--- src/abce_pkg.sv ---
// How it works
// - add, and, compare, subtract take accumulator plus memory or immediate byte.
// - clear, decrement, increment may address any of 256 data-space bytes.
// - complement, rotate-left-through-carry, shift-left act on accumulator only.
// - conditional branches jump only when condition holds, else fall through.
// - short branch uses 5-bit displacement spanning -15 to +16.
// - bit-test branch uses 8-bit displacement spanning -126 to +129.
// - bit-test branch copies tested bit into carry, zero untouched.
// - bit operations reach any bit of any data-space byte.
// - bit set or clear forces one bit, flags untouched.
// - jump and call carry a 12-bit target over whole program space.
// - control group: no-op, return, interrupt return, stop, wait; interrupt_return_op restores flags.
package abce_pkg;
   localparam int DATA_W = 8;
   localparam int PC_W = 12;
   localparam int ADDR_W = 8;
   localparam logic [PC_W-1:0] PC_RESET = 12'h000;
   localparam logic [DATA_W-1:0] ACC_RESET = 8'h00;
   localparam logic [3:0] CYC_ALU = 4'h4;
   localparam logic [3:0] CYC_SHORT = 4'h2;
   localparam logic [3:0] CYC_BTB = 4'h5;
   localparam logic [3:0] CYC_JUMP = 4'h4;
   // bit-test displacement base: instruction address plus two, reach -126..+129
   localparam logic [PC_W-1:0] BTB_BASE = 12'h002;

   typedef enum logic [4:0] {
      ABCE_OP_ADD = 5'h00, ABCE_OP_AND = 5'h01, compare_op = 5'h02, ABCE_OP_SUB = 5'h03,
      clear_op = 5'h04, decrement_op = 5'h05, ABCE_OP_INC = 5'h06,
      complement_op = 5'h07, rotate_left_carry_op = 5'h08, shift_left_arith_op = 5'h09,
      branch_if_carry = 5'h0A, branch_if_no_carry = 5'h0B, branch_if_zero = 5'h0C,
      branch_if_nonzero = 5'h0D, branch_if_bit_clear = 5'h0E, branch_if_bit_set = 5'h0F,
      ABCE_OP_BSET = 5'h10, bit_clear_op = 5'h11, long_jump_op = 5'h12, ABCE_OP_CALL = 5'h13,
      no_operation = 5'h14, ABCE_OP_RET = 5'h15, interrupt_return_op = 5'h16,
      ABCE_OP_STOP = 5'h17, ABCE_OP_WAIT = 5'h18
   } abce_op_t;

   // decoded instruction from the fetch unit
   typedef struct packed {
      abce_op_t op;
      logic use_imm;             // second operand is the immediate byte
      logic dst_acc;             // clear/inc/dec target the accumulator
      logic [ADDR_W-1:0] addr;   // data-space byte address
      logic [DATA_W-1:0] imm;    // immediate byte
      logic [2:0] bit_sel;       // bit index
      logic [4:0] disp5;         // sign bit + 4-bit span
      logic [7:0] disp8;         // bit-test displacement
      logic [PC_W-1:0] target;   // long jump/call target
   } abce_instr_t;

   // data-space write request
   typedef struct packed {
      logic we;
      logic [ADDR_W-1:0] addr;
      logic [DATA_W-1:0] data;
   } abce_wr_t;
endpackage

--- src/abce_exec.sv ---
`timescale 1ns/1ps
`default_nettype none
module abce_exec #(
   parameter int DATA_W = 8
) (
   input wire logic clk,
   input wire logic rst_b,
   input wire logic instr_valid,
   output logic instr_ready,
   input wire abce_pkg::abce_instr_t instr,
   input wire logic [abce_pkg::PC_W-1:0] instr_pc,
   input wire logic [7:0] mem_rdata,
   output logic [7:0] mem_raddr,
   output abce_pkg::abce_wr_t mem_wr_ff,
   input wire logic [abce_pkg::PC_W-1:0] ret_addr,
   input wire logic interrupt_return_op_z,
   input wire logic interrupt_return_op_c,
   output logic [7:0] acc_ff,
   output logic zero_ff,
   output logic carry_ff,
   output logic pc_load_ff,
   output logic [abce_pkg::PC_W-1:0] pc_target_ff,
   output logic push_ff,
   output logic pop_ff,
   output logic stop_ff,
   output logic wait_ff,
   output logic done_ff
);
   // refuse widths the datapath cannot serve
   if (DATA_W != 8) begin : g_width_chk
      $error("abce_exec serves only 8-bit data");
   end

   typedef enum logic [1:0] {
      ABCE_IDLE = 2'b01,
      ABCE_BUSY = 2'b10
   } abce_state_t;

   abce_state_t state_ff;
   abce_pkg::abce_instr_t cur_ff;
   logic [abce_pkg::PC_W-1:0] ipc_ff;
   logic [3:0] cnt_ff;
   logic last;
   logic [7:0] opnd;
   logic [7:0] res;
   logic res_c;
   logic wr_acc, upd_z, upd_c, tbit;
   logic [7:0] mem_res;
   logic take;

   function automatic logic [3:0] abce_cycles(input abce_pkg::abce_op_t op);
      case (op)
         abce_pkg::branch_if_carry, abce_pkg::branch_if_no_carry,
         abce_pkg::branch_if_zero, abce_pkg::branch_if_nonzero,
         abce_pkg::no_operation, abce_pkg::ABCE_OP_RET,
         abce_pkg::interrupt_return_op, abce_pkg::ABCE_OP_STOP,
         abce_pkg::ABCE_OP_WAIT: abce_cycles = abce_pkg::CYC_SHORT;
         abce_pkg::branch_if_bit_clear, abce_pkg::branch_if_bit_set:
            abce_cycles = abce_pkg::CYC_BTB;
         abce_pkg::long_jump_op, abce_pkg::ABCE_OP_CALL: abce_cycles = abce_pkg::CYC_JUMP;
         default: abce_cycles = abce_pkg::CYC_ALU;
      endcase
   endfunction

   // relative target: pc plus or minus sign-extended displacement
   function automatic logic [11:0] abce_rel(input logic [11:0] pc, input logic [11:0] d);
      abce_rel = pc + d;
   endfunction

   assign instr_ready = (state_ff == ABCE_IDLE);
   assign last = (state_ff == ABCE_BUSY) && (cnt_ff == 4'h1);
   assign mem_raddr = (state_ff == ABCE_IDLE) ? instr.addr : cur_ff.addr;
   assign tbit = mem_rdata[cur_ff.bit_sel];

   // operand select and result datapath
   always_comb begin
      opnd = cur_ff.use_imm ? cur_ff.imm : mem_rdata;
      res = acc_ff;
      res_c = carry_ff;
      wr_acc = 1'b0;
      upd_z = 1'b0;
      upd_c = 1'b0;
      mem_res = mem_rdata;
      take = 1'b0;
      case (cur_ff.op)
         abce_pkg::ABCE_OP_ADD: begin
            {res_c, res} = {1'b0, acc_ff} + {1'b0, opnd};
            wr_acc = 1'b1; upd_z = 1'b1; upd_c = 1'b1;
         end
         abce_pkg::ABCE_OP_AND: begin
            res = acc_ff & opnd;
            res_c = carry_ff;
            wr_acc = 1'b1; upd_z = 1'b1; upd_c = 1'b1;
         end
         abce_pkg::compare_op, abce_pkg::ABCE_OP_SUB: begin
            {res_c, res} = {1'b0, acc_ff} - {1'b0, opnd};
            wr_acc = (cur_ff.op == abce_pkg::ABCE_OP_SUB);
            upd_z = 1'b1; upd_c = 1'b1;
         end
         abce_pkg::clear_op: begin
            res = 8'h00;
            mem_res = 8'h00;
            wr_acc = cur_ff.dst_acc;
            upd_z = cur_ff.dst_acc; upd_c = cur_ff.dst_acc;
            res_c = 1'b0;
         end
         abce_pkg::decrement_op, abce_pkg::ABCE_OP_INC: begin
            mem_res = cur_ff.dst_acc ? acc_ff : mem_rdata; // accumulator or data byte
            mem_res = (cur_ff.op == abce_pkg::ABCE_OP_INC) ? mem_res + 8'h01
                                                           : mem_res - 8'h01;
            res = mem_res;
            wr_acc = cur_ff.dst_acc;
            upd_z = 1'b1;
         end
         abce_pkg::complement_op: begin
            res = ~acc_ff;
            res_c = acc_ff[7];
            wr_acc = 1'b1; upd_z = 1'b1; upd_c = 1'b1;
         end
         abce_pkg::rotate_left_carry_op: begin
            {res_c, res} = {acc_ff, carry_ff};
            wr_acc = 1'b1; upd_z = 1'b1; upd_c = 1'b1;
         end
         abce_pkg::shift_left_arith_op: begin
            {res_c, res} = {acc_ff, 1'b0};
            wr_acc = 1'b1; upd_z = 1'b1; upd_c = 1'b1;
         end
         abce_pkg::branch_if_carry: take = carry_ff;
         abce_pkg::branch_if_no_carry: take = !carry_ff;
         abce_pkg::branch_if_zero: take = zero_ff;
         abce_pkg::branch_if_nonzero: take = !zero_ff;
         abce_pkg::branch_if_bit_clear, abce_pkg::branch_if_bit_set: begin
            take = (cur_ff.op == abce_pkg::branch_if_bit_set) ? tbit : !tbit;
            res_c = tbit;
            upd_c = 1'b1;
         end
         abce_pkg::ABCE_OP_BSET: mem_res[cur_ff.bit_sel] = 1'b1;
         abce_pkg::bit_clear_op: mem_res[cur_ff.bit_sel] = 1'b0;
         default: take = 1'b0;
      endcase
   end

   // sequencing: accept, count down, retire
   always_ff @(posedge clk) begin
      if (!rst_b) begin
         state_ff <= ABCE_IDLE;
         cnt_ff <= 4'h0;
         cur_ff <= '0;
         ipc_ff <= abce_pkg::PC_RESET;
      end else if (state_ff == ABCE_IDLE) begin
         if (instr_valid) begin
            state_ff <= ABCE_BUSY;
            cnt_ff <= abce_cycles(instr.op);
            cur_ff <= instr;
            ipc_ff <= instr_pc;
         end
      end else begin
         cnt_ff <= cnt_ff - 4'h1;
         if (last) state_ff <= ABCE_IDLE;
      end
   end

   // accumulator and flags, written in the last cycle
   always_ff @(posedge clk) begin
      if (!rst_b) begin
         acc_ff <= abce_pkg::ACC_RESET;
         zero_ff <= 1'b0;
         carry_ff <= 1'b0;
      end else if (last) begin
         if (wr_acc) acc_ff <= res;
         if (cur_ff.op == abce_pkg::interrupt_return_op) begin
            zero_ff <= interrupt_return_op_z;
            carry_ff <= interrupt_return_op_c;
         end else begin
            if (upd_z) zero_ff <= (res == 8'h00);
            if (upd_c) carry_ff <= res_c;
         end
      end
   end

   // data-space read-modify-write
   always_ff @(posedge clk) begin
      if (!rst_b) begin
         mem_wr_ff <= '0;
      end else begin
         mem_wr_ff.we <= last && !cur_ff.dst_acc &&
            (cur_ff.op inside {abce_pkg::clear_op, abce_pkg::decrement_op, abce_pkg::ABCE_OP_INC,
                               abce_pkg::ABCE_OP_BSET, abce_pkg::bit_clear_op});
         mem_wr_ff.addr <= cur_ff.addr;
         mem_wr_ff.data <= mem_res;
      end
   end

   // program flow outputs
   always_ff @(posedge clk) begin
      if (!rst_b) begin
         pc_load_ff <= 1'b0;
         pc_target_ff <= abce_pkg::PC_RESET;
         push_ff <= 1'b0;
         pop_ff <= 1'b0;
         stop_ff <= 1'b0;
         wait_ff <= 1'b0;
         done_ff <= 1'b0;
      end else begin
         done_ff <= last;
         pc_load_ff <= 1'b0;
         push_ff <= 1'b0;
         pop_ff <= 1'b0;
         stop_ff <= 1'b0;
         wait_ff <= 1'b0;
         if (last) begin
            case (cur_ff.op)
               abce_pkg::branch_if_carry, abce_pkg::branch_if_no_carry,
               abce_pkg::branch_if_zero, abce_pkg::branch_if_nonzero: begin
                  pc_load_ff <= take;
                  // sign bit set: backward by span, else forward by span plus one
                  pc_target_ff <= cur_ff.disp5[4] ?
                     abce_rel(ipc_ff, -{8'h00, cur_ff.disp5[3:0]}) :
                     abce_rel(ipc_ff, {8'h00, cur_ff.disp5[3:0]} + 12'h001);
               end
               abce_pkg::branch_if_bit_clear, abce_pkg::branch_if_bit_set: begin
                  pc_load_ff <= take;
                  // signed byte added to instruction address plus two
                  pc_target_ff <= abce_rel(ipc_ff + abce_pkg::BTB_BASE,
                                           {{4{cur_ff.disp8[7]}}, cur_ff.disp8});
               end
               abce_pkg::long_jump_op, abce_pkg::ABCE_OP_CALL: begin
                  pc_load_ff <= 1'b1;
                  pc_target_ff <= cur_ff.target;
                  push_ff <= (cur_ff.op == abce_pkg::ABCE_OP_CALL);
               end
               abce_pkg::ABCE_OP_RET, abce_pkg::interrupt_return_op: begin
                  pc_load_ff <= 1'b1;
                  pc_target_ff <= ret_addr;
                  pop_ff <= 1'b1;
               end
               abce_pkg::ABCE_OP_STOP: stop_ff <= 1'b1;
               abce_pkg::ABCE_OP_WAIT: wait_ff <= 1'b1;
               default: pc_load_ff <= 1'b0;
            endcase
         end
      end
   end
endmodule
`default_nettype wire

--- config.mk ---
export PLATFORM = sky130hd
export DESIGN_NAME = abce_exec
export DESIGN_NICKNAME = d
export VERILOG_FILES = /design/src/abce_pkg.sv /design/src/abce_exec.sv
export SDC_FILE = /design/constraint.sdc
export NUM_CORES = 1
export LEC_CHECK = 0
export BUFFER_PORTS_ARGS = -buffer_cell sky130_fd_sc_hd__clkbuf_2
export CAP_MARGIN = 15
export CORE_MARGIN = 5
export CORE_UTILIZATION = 35
export DETAILED_ROUTE_END_ITERATION = 10
export PLACE_DENSITY = 0.52
export SLEW_MARGIN = 0
export SYNTH_ARGS = -nofsm -noshare
export SYNTH_HDL_FRONTEND = slang
export SYNTH_SLANG_ARGS = --single-unit
--- constraint.sdc ---
create_clock -name clk -period 10.2 [get_ports clk]
set_input_delay 1.53 -clock clk [delete_from_list [all_inputs] [get_ports clk]]
set_output_delay 1.53 -clock clk [all_outputs]
set_load 0.005 [all_outputs]
Word level (Yosys, flattened, before mapping):

Memory sizes are Yosys's and may differ from the RTL's.
Cells that the tools add are included.

* register bits: 114
* logic and storage cells: 139
* output and inout bits: 54
* input port bits: 88
* memories: 1
* memory bits (read-only): 96

* eq/ne operators: 27
* magnitude comparators: 2
* bitwise logic cells: 5
* $add $sub $neg: 11
* mux-type cells: 31
* reduce and logical (&&, ||, !) cells: 37

Memory list
* (no name shown): depth 32, bits a word 3, rd ports 1, clocked after memory_dff 0, write ports 0, line abce_exec.sv:52 `case (op)`

Operator list (count)
* case mux 8 bit (8 select lines): 1
* case mux 12 bit (4 select lines): 1
* equality test 5 x 4 -> 1 bit (second input constant): 8
* equality test 5 bit (second input constant): 8
* 2-to-1 mux 8 bit: 4
* case mux 8 bit (4 select lines): 1
* adder 12 bit: 2
* equality test 5 x 3 -> 1 bit (second input constant): 4
* OR reduction 9 bit: 2
* AND 8 bit: 2
* NOT 8 bit: 2
* adder 12 x 2 -> 12 bit (second input constant): 1
* adder 12 x 5 -> 12 bit: 1
* 2-to-1 mux 12 bit: 1
* negator 4 -> 12 bit: 1
* AND reduction 2 bit: 6
* equality test 5 x 2 -> 1 bit (second input constant): 2
* 2-to-1 mux 1 bit: 10
* case mux 1 bit (5 select lines): 2
* OR reduction 2 bit: 5
* adder 8 x 8 -> 9 bit: 1
* subtractor 8 x 8 -> 9 bit: 1
* adder 8 x 1 -> 8 bit (second input constant): 1
* zero test 8 bit: 1
* other kinds (29): 45

Depth between registers and ports, before layout:

* depth in word-level cells: 7
* gate-level depth with buffers: 13
* depth with buffers taken out: 13

Least setup slack after synthesis:

OpenSTA, ideal clock, no wires.

* path type: input to register
* from: in mem_rdata[0]
* to: reg zero_ff
* path buffers: 0
* cell stages on the path: 11
* slack: 6119 ps
* library setup time: 96 ps
* data arrival time: 3985 ps
* cell sequence: mux2_2 > ha_1 > inv_1 > fa_1 > nand3b_1 > o31ai_1 > a22o_1 > a2111oi_0 > nand4_1 > or4_1 > o41ai_2

* cells in the longest elaborated chain, start to end: 7

Ends and longest elaborated chain
* start: declaration: line abce_exec.sv:12 `input wire logic [7:0] mem_rdata,`
* 2-to-1 mux 8 bit: line abce_exec.sv:108 `mem_res = cur_ff.dst_acc ? acc_ff : mem_rdata;`
* subtractor 8 x 1 -> 8 bit or adder 8 x 1 -> 8 bit (tied branches): line abce_exec.sv:110, abce_exec.sv:109
* 2-to-1 mux 8 bit: line abce_exec.sv:109 `mem_res = (cur_ff.op == abce_pkg::ABCE_OP_INC) ? mem_res + 8'h01`
* case mux 8 bit (8 select lines) (*): line abce_exec.sv:85 `case (cur_ff.op)`
* zero test 8 bit (*): line abce_exec.sv:175 `if (upd_z) zero_ff <= (res == 8'h00);`
* 2-to-1 mux 1 bit (*): line abce_exec.sv:175
* 2-to-1 mux 1 bit (*): line abce_exec.sv:171 `if (cur_ff.op == abce_pkg::interrupt_return_op) begin`
* end signal: assignment: line abce_exec.sv:172 `zero_ff <= interrupt_return_op_z;`
* end signal: assignment: line abce_exec.sv:175
* end: declaration: line abce_exec.sv:19 `output logic zero_ff,`

Mark *: on every way between the ends. The rest lies on a longest branch, timed or not. The select of a mux whose other input is x is not followed.
A chain may end at the register's enable or synchronous reset.

Final worst setup path:

Ends and elaborated chain as after synthesis.

==> flow_summary.json <==
{
  "status": "complete, no violations",
  "routed_wl_um": 26700,
  "ios": 142,
  "whs_endpoint": "cur_ff[11]",
  "async_reset_ff_share_pct": 0,
  "vias": 7851,
  "drive_gt1_share_pct": 18.6,
  "fp.coreArea_um2": 21800,
  "maxCapViolations": 0,
  "area_delta_synth_final_pct": 19.1,
  "grt_max_degree": 85,
  "grt-ovfl-total": 0,
  "layout.nets": 1275,
  "clk_latency_ns": 0.43,
  "r2r_start": "cur_ff[45]",
  "p_sw_uw": 435,
  "hp-class": "reg -> reg",
  "hpwlAfterDp_um": 19600,
  "fillers": 2313,
  "diodes": 0,
  "clkSlewWorstSetupHoldPaths_ns": 0.06,
  "drt_first_pass_iters": 6,
  "hold_violations": 0,
  "grt_usage_pct": 21.2,
  "grt_pass1_vias": 7473,
  "finalCritPeriodShare_pct": 40.3,
  "drc_errors": 0,
  "drtIter0Drc": 737,
  "io_buffers": 141,
  "worst_pin_slew_ns": 1.10,
  "wire_per_inst_um": 18.8,
  "p_int_uw": 952,
  "ant_nets": 0,
  "r2r_cells": 11,
  "antenna_found_initial": 0,
  "synth_edf_count": 0,
  "numCtsBuffers": 17,
  "min_path_cells": 2,
  "finalMaxSlewViolations": 0,
  "pwr-share-clk_pct": 42.8,
  "setup_tns_ns": 0,
  "max_freq_ghz": 0.243,
  "peakVddDrop_uv": 101,
  "worst-endpoint-required_ns": 10.53,
  "yosys_warnings": 0,
  "avgSynthCellArea_um2": 7.60,
  "hold_path_startpoint": "cur_ff[11]",
  "critPathMaxStageDelay_ns": 0.51,
  "cts-hold-fix-buffers": 0,
  "final_cell_mix": "187 x nand2_1, 141 x clkbuf_2, 114 x dfxtp_1, 105 x a21oi_1, 66 x nor2_1",
  "final_common_cell": "nand2_1",
  "syn_inst": 1016,
  "grt_setup_unrepaired": "false",
  "finalPower_uw": 1390,
  "post_cts_buffers": 0,
  "p_seq_share_pct": 36.0,
  "path_cells": "clkbuf_2 > mux2_2 > ha_1 > inv_1 > fa_1 > nand3b_1 > o31ai_1 > a22o_1 > a2111oi_0 > nand4_1 > or4_1 > o41ai_2",
  "swShare_pct": 31.4,
  "max_slew_margin_pct": 24.7,
  "yosysSeqAreaShare_pct": 29.5,
  "critPathArrivalTime_ns": 4.44,
  "cp_slowest_cell": "a2111oi_0",
  "power.leakage_uw": 0.00401,
  "rr_endpoint": "zero_ff",
  "ys_ff_latch": 114,
  "htree_levels": 4,
  "cts_resized": 0,
  "setup_violations": 0,
  "ys_types": 75,
  "design.die.area_um2": 25100,
  "power_density_nw_per_um2": 151,
  "clockRootBuffer": "clkbuf_16",
  "skew_ns": 0.0158,
  "path_max_fanout": 4,
  "r2r_setup_slack_ns": 6.47,
  "critPathKind": "in -> reg",
  "die_h_um": 159,
  "grt_pass1_wl_um": 41400,
  "start_util_pct": 35.5,
  "cts.sinks": 114,
  "num_rows": 54,
  "startpoint": "mem_rdata[0]",
  "synth_area_um2": 7720,
  "dp.cells": 1388,
  "seqCellArea_um2": 2280,
  "die_width_um": 159,
  "fin_cells": 1419,
  "gp_congestion": 0.926,
  "comb_power_share_pct": 21.1,
  "multi_input_area_um2": 5010,
  "viasPerCell": 5.53,
  "fin_crit_ns": 4.11,
  "cp-start-kind": "input port",
  "cts_tree": "done",
  "worstSetupEndpointType": "flip-flop",
  "synth_fp_nets": 1164,
  "synthFlopType": "dfxtp_1",
  "clockBufferDepth": 2
}
[per-layer routing]
metal  share of wire, %  vias up  track usage (%)
li1                   -     3847                -
met1                 43     3670             27.3
met2                 48      293             35.6
met3                6.6       41             4.08
met4                2.4        0             7.07
met5                  0        -                0
[worst max path at each step]
stage                         end  slack [ns]  depth (start not counted)
final                     zero_ff        6.09                         12
after global routing      zero_ff        5.81                         10
after CTS                 zero_ff        6.12                         10
after detailed placement  zero_ff        5.69                         10
after global placement    zero_ff        5.74                         10
after floorplan           zero_ff        6.12                         11
[logic make-up (layout without fill, tap and decap cells)]
| family | count (synthesis) | count (layout) | share of synthesized area, % |
|---|---|---|---|
| compound gates | 277 | 277 | 23.3 |
| xor+xnor | 23 | 23 | 2.61 |
| fa+ha+maj | 60 | 60 | 10.3 |
| buf+inv | 110 | 233 | 5.64 |
| flops | 114 | 114 | 29.5 |
| mux | 34 | 34 | 4.58 |
| simple gates | 398 | 398 | 24.0 |
[layout make-up]
class | count | area share, %
Tap cell | 280 | 3.81
Multi-Input combinational cell | 792 | 54.5
Inverter | 49 | 2.00
Timing Repair Buffer | 153 | 8.65
Sequential cell | 114 | 24.8
Clock buffer | 19 | 4.81
Clock inverter | 12 | 1.46
[Yosys cell counts, drive strengths merged, types with 7 or more instances]
library cell	count	area share, %
a2111oi	9	1.0
a211oi	9	0.87
a21oi	106	7.0
a31oi	14	1.1
and2	12	0.97
and3	10	0.81
buf	18	1.2
clkbuf	43	2.1
dfxtp	114	30
ha	54	8.7
inv	49	2.4
mux2	11	1.6
mux2i	23	3.0
nand2	189	9.2
nand2b	13	1.1
nand3	16	1.0
nor2	66	3.2
nor2b	15	1.2
nor3	32	2.2
nor3b	7	0.83
o21a	10	0.97
o21ai	45	2.9
o22ai	8	0.65
or3	8	0.65
xnor2	10	1.1
xor2	13	1.5
[stage by stage]
stage               hold slack [ns]  setup slack (ns)  area [um2]  util (%)
floorplan                     0.433              6.12        7720         -
global placement              0.447              5.74        8620      39.6
detailed placement            0.452              5.69        8620      39.6
CTS                           0.458              6.12        9200      42.3
global route                  0.481              5.81        9200      42.3
finish                        0.453              6.09        9200      42.3
[power groups by stage]
stage / clock, uW / sequential, uW / combinational [uW]
2_1_floorplan: 0 / 497 / 207
3_3_place_gp: 0 / 510 / 291
3_5_place_dp: 0 / 510 / 291
4_1_cts: 607 / 501 / 293
5_1_grt: 627 / 504 / 327
6_report: 594 / 500 / 293
[sequential cells by signal, indices dropped and copies added (netlist names)]
| name | cells |
|---|---|
| cur_ff | 51 |
| mem_wr_ff | 17 |
| ipc_ff | 12 |
| pc_target_ff | 12 |
| acc_ff | 8 |
| cnt_ff | 4 |
| state_ff | 2 |
| carry_ff | 1 |
| done_ff | 1 |
| pc_load_ff | 1 |
| pop_ff | 1 |
| push_ff | 1 |
| stop_ff | 1 |
| wait_ff | 1 |
| zero_ff | 1 |
[worst max-delay path: cells and delay by family]
family | cells | cell delay [ns]
AOI/OAI and AO/OA | 4 | 1.05
and+or+nand+nor | 3 | 0.75
adders and majority gates | 2 | 0.63
muxes | 1 | 0.28
buffers and inverters | 2 | 0.19
No activity file was read; power rests on OpenSTA's default activity.
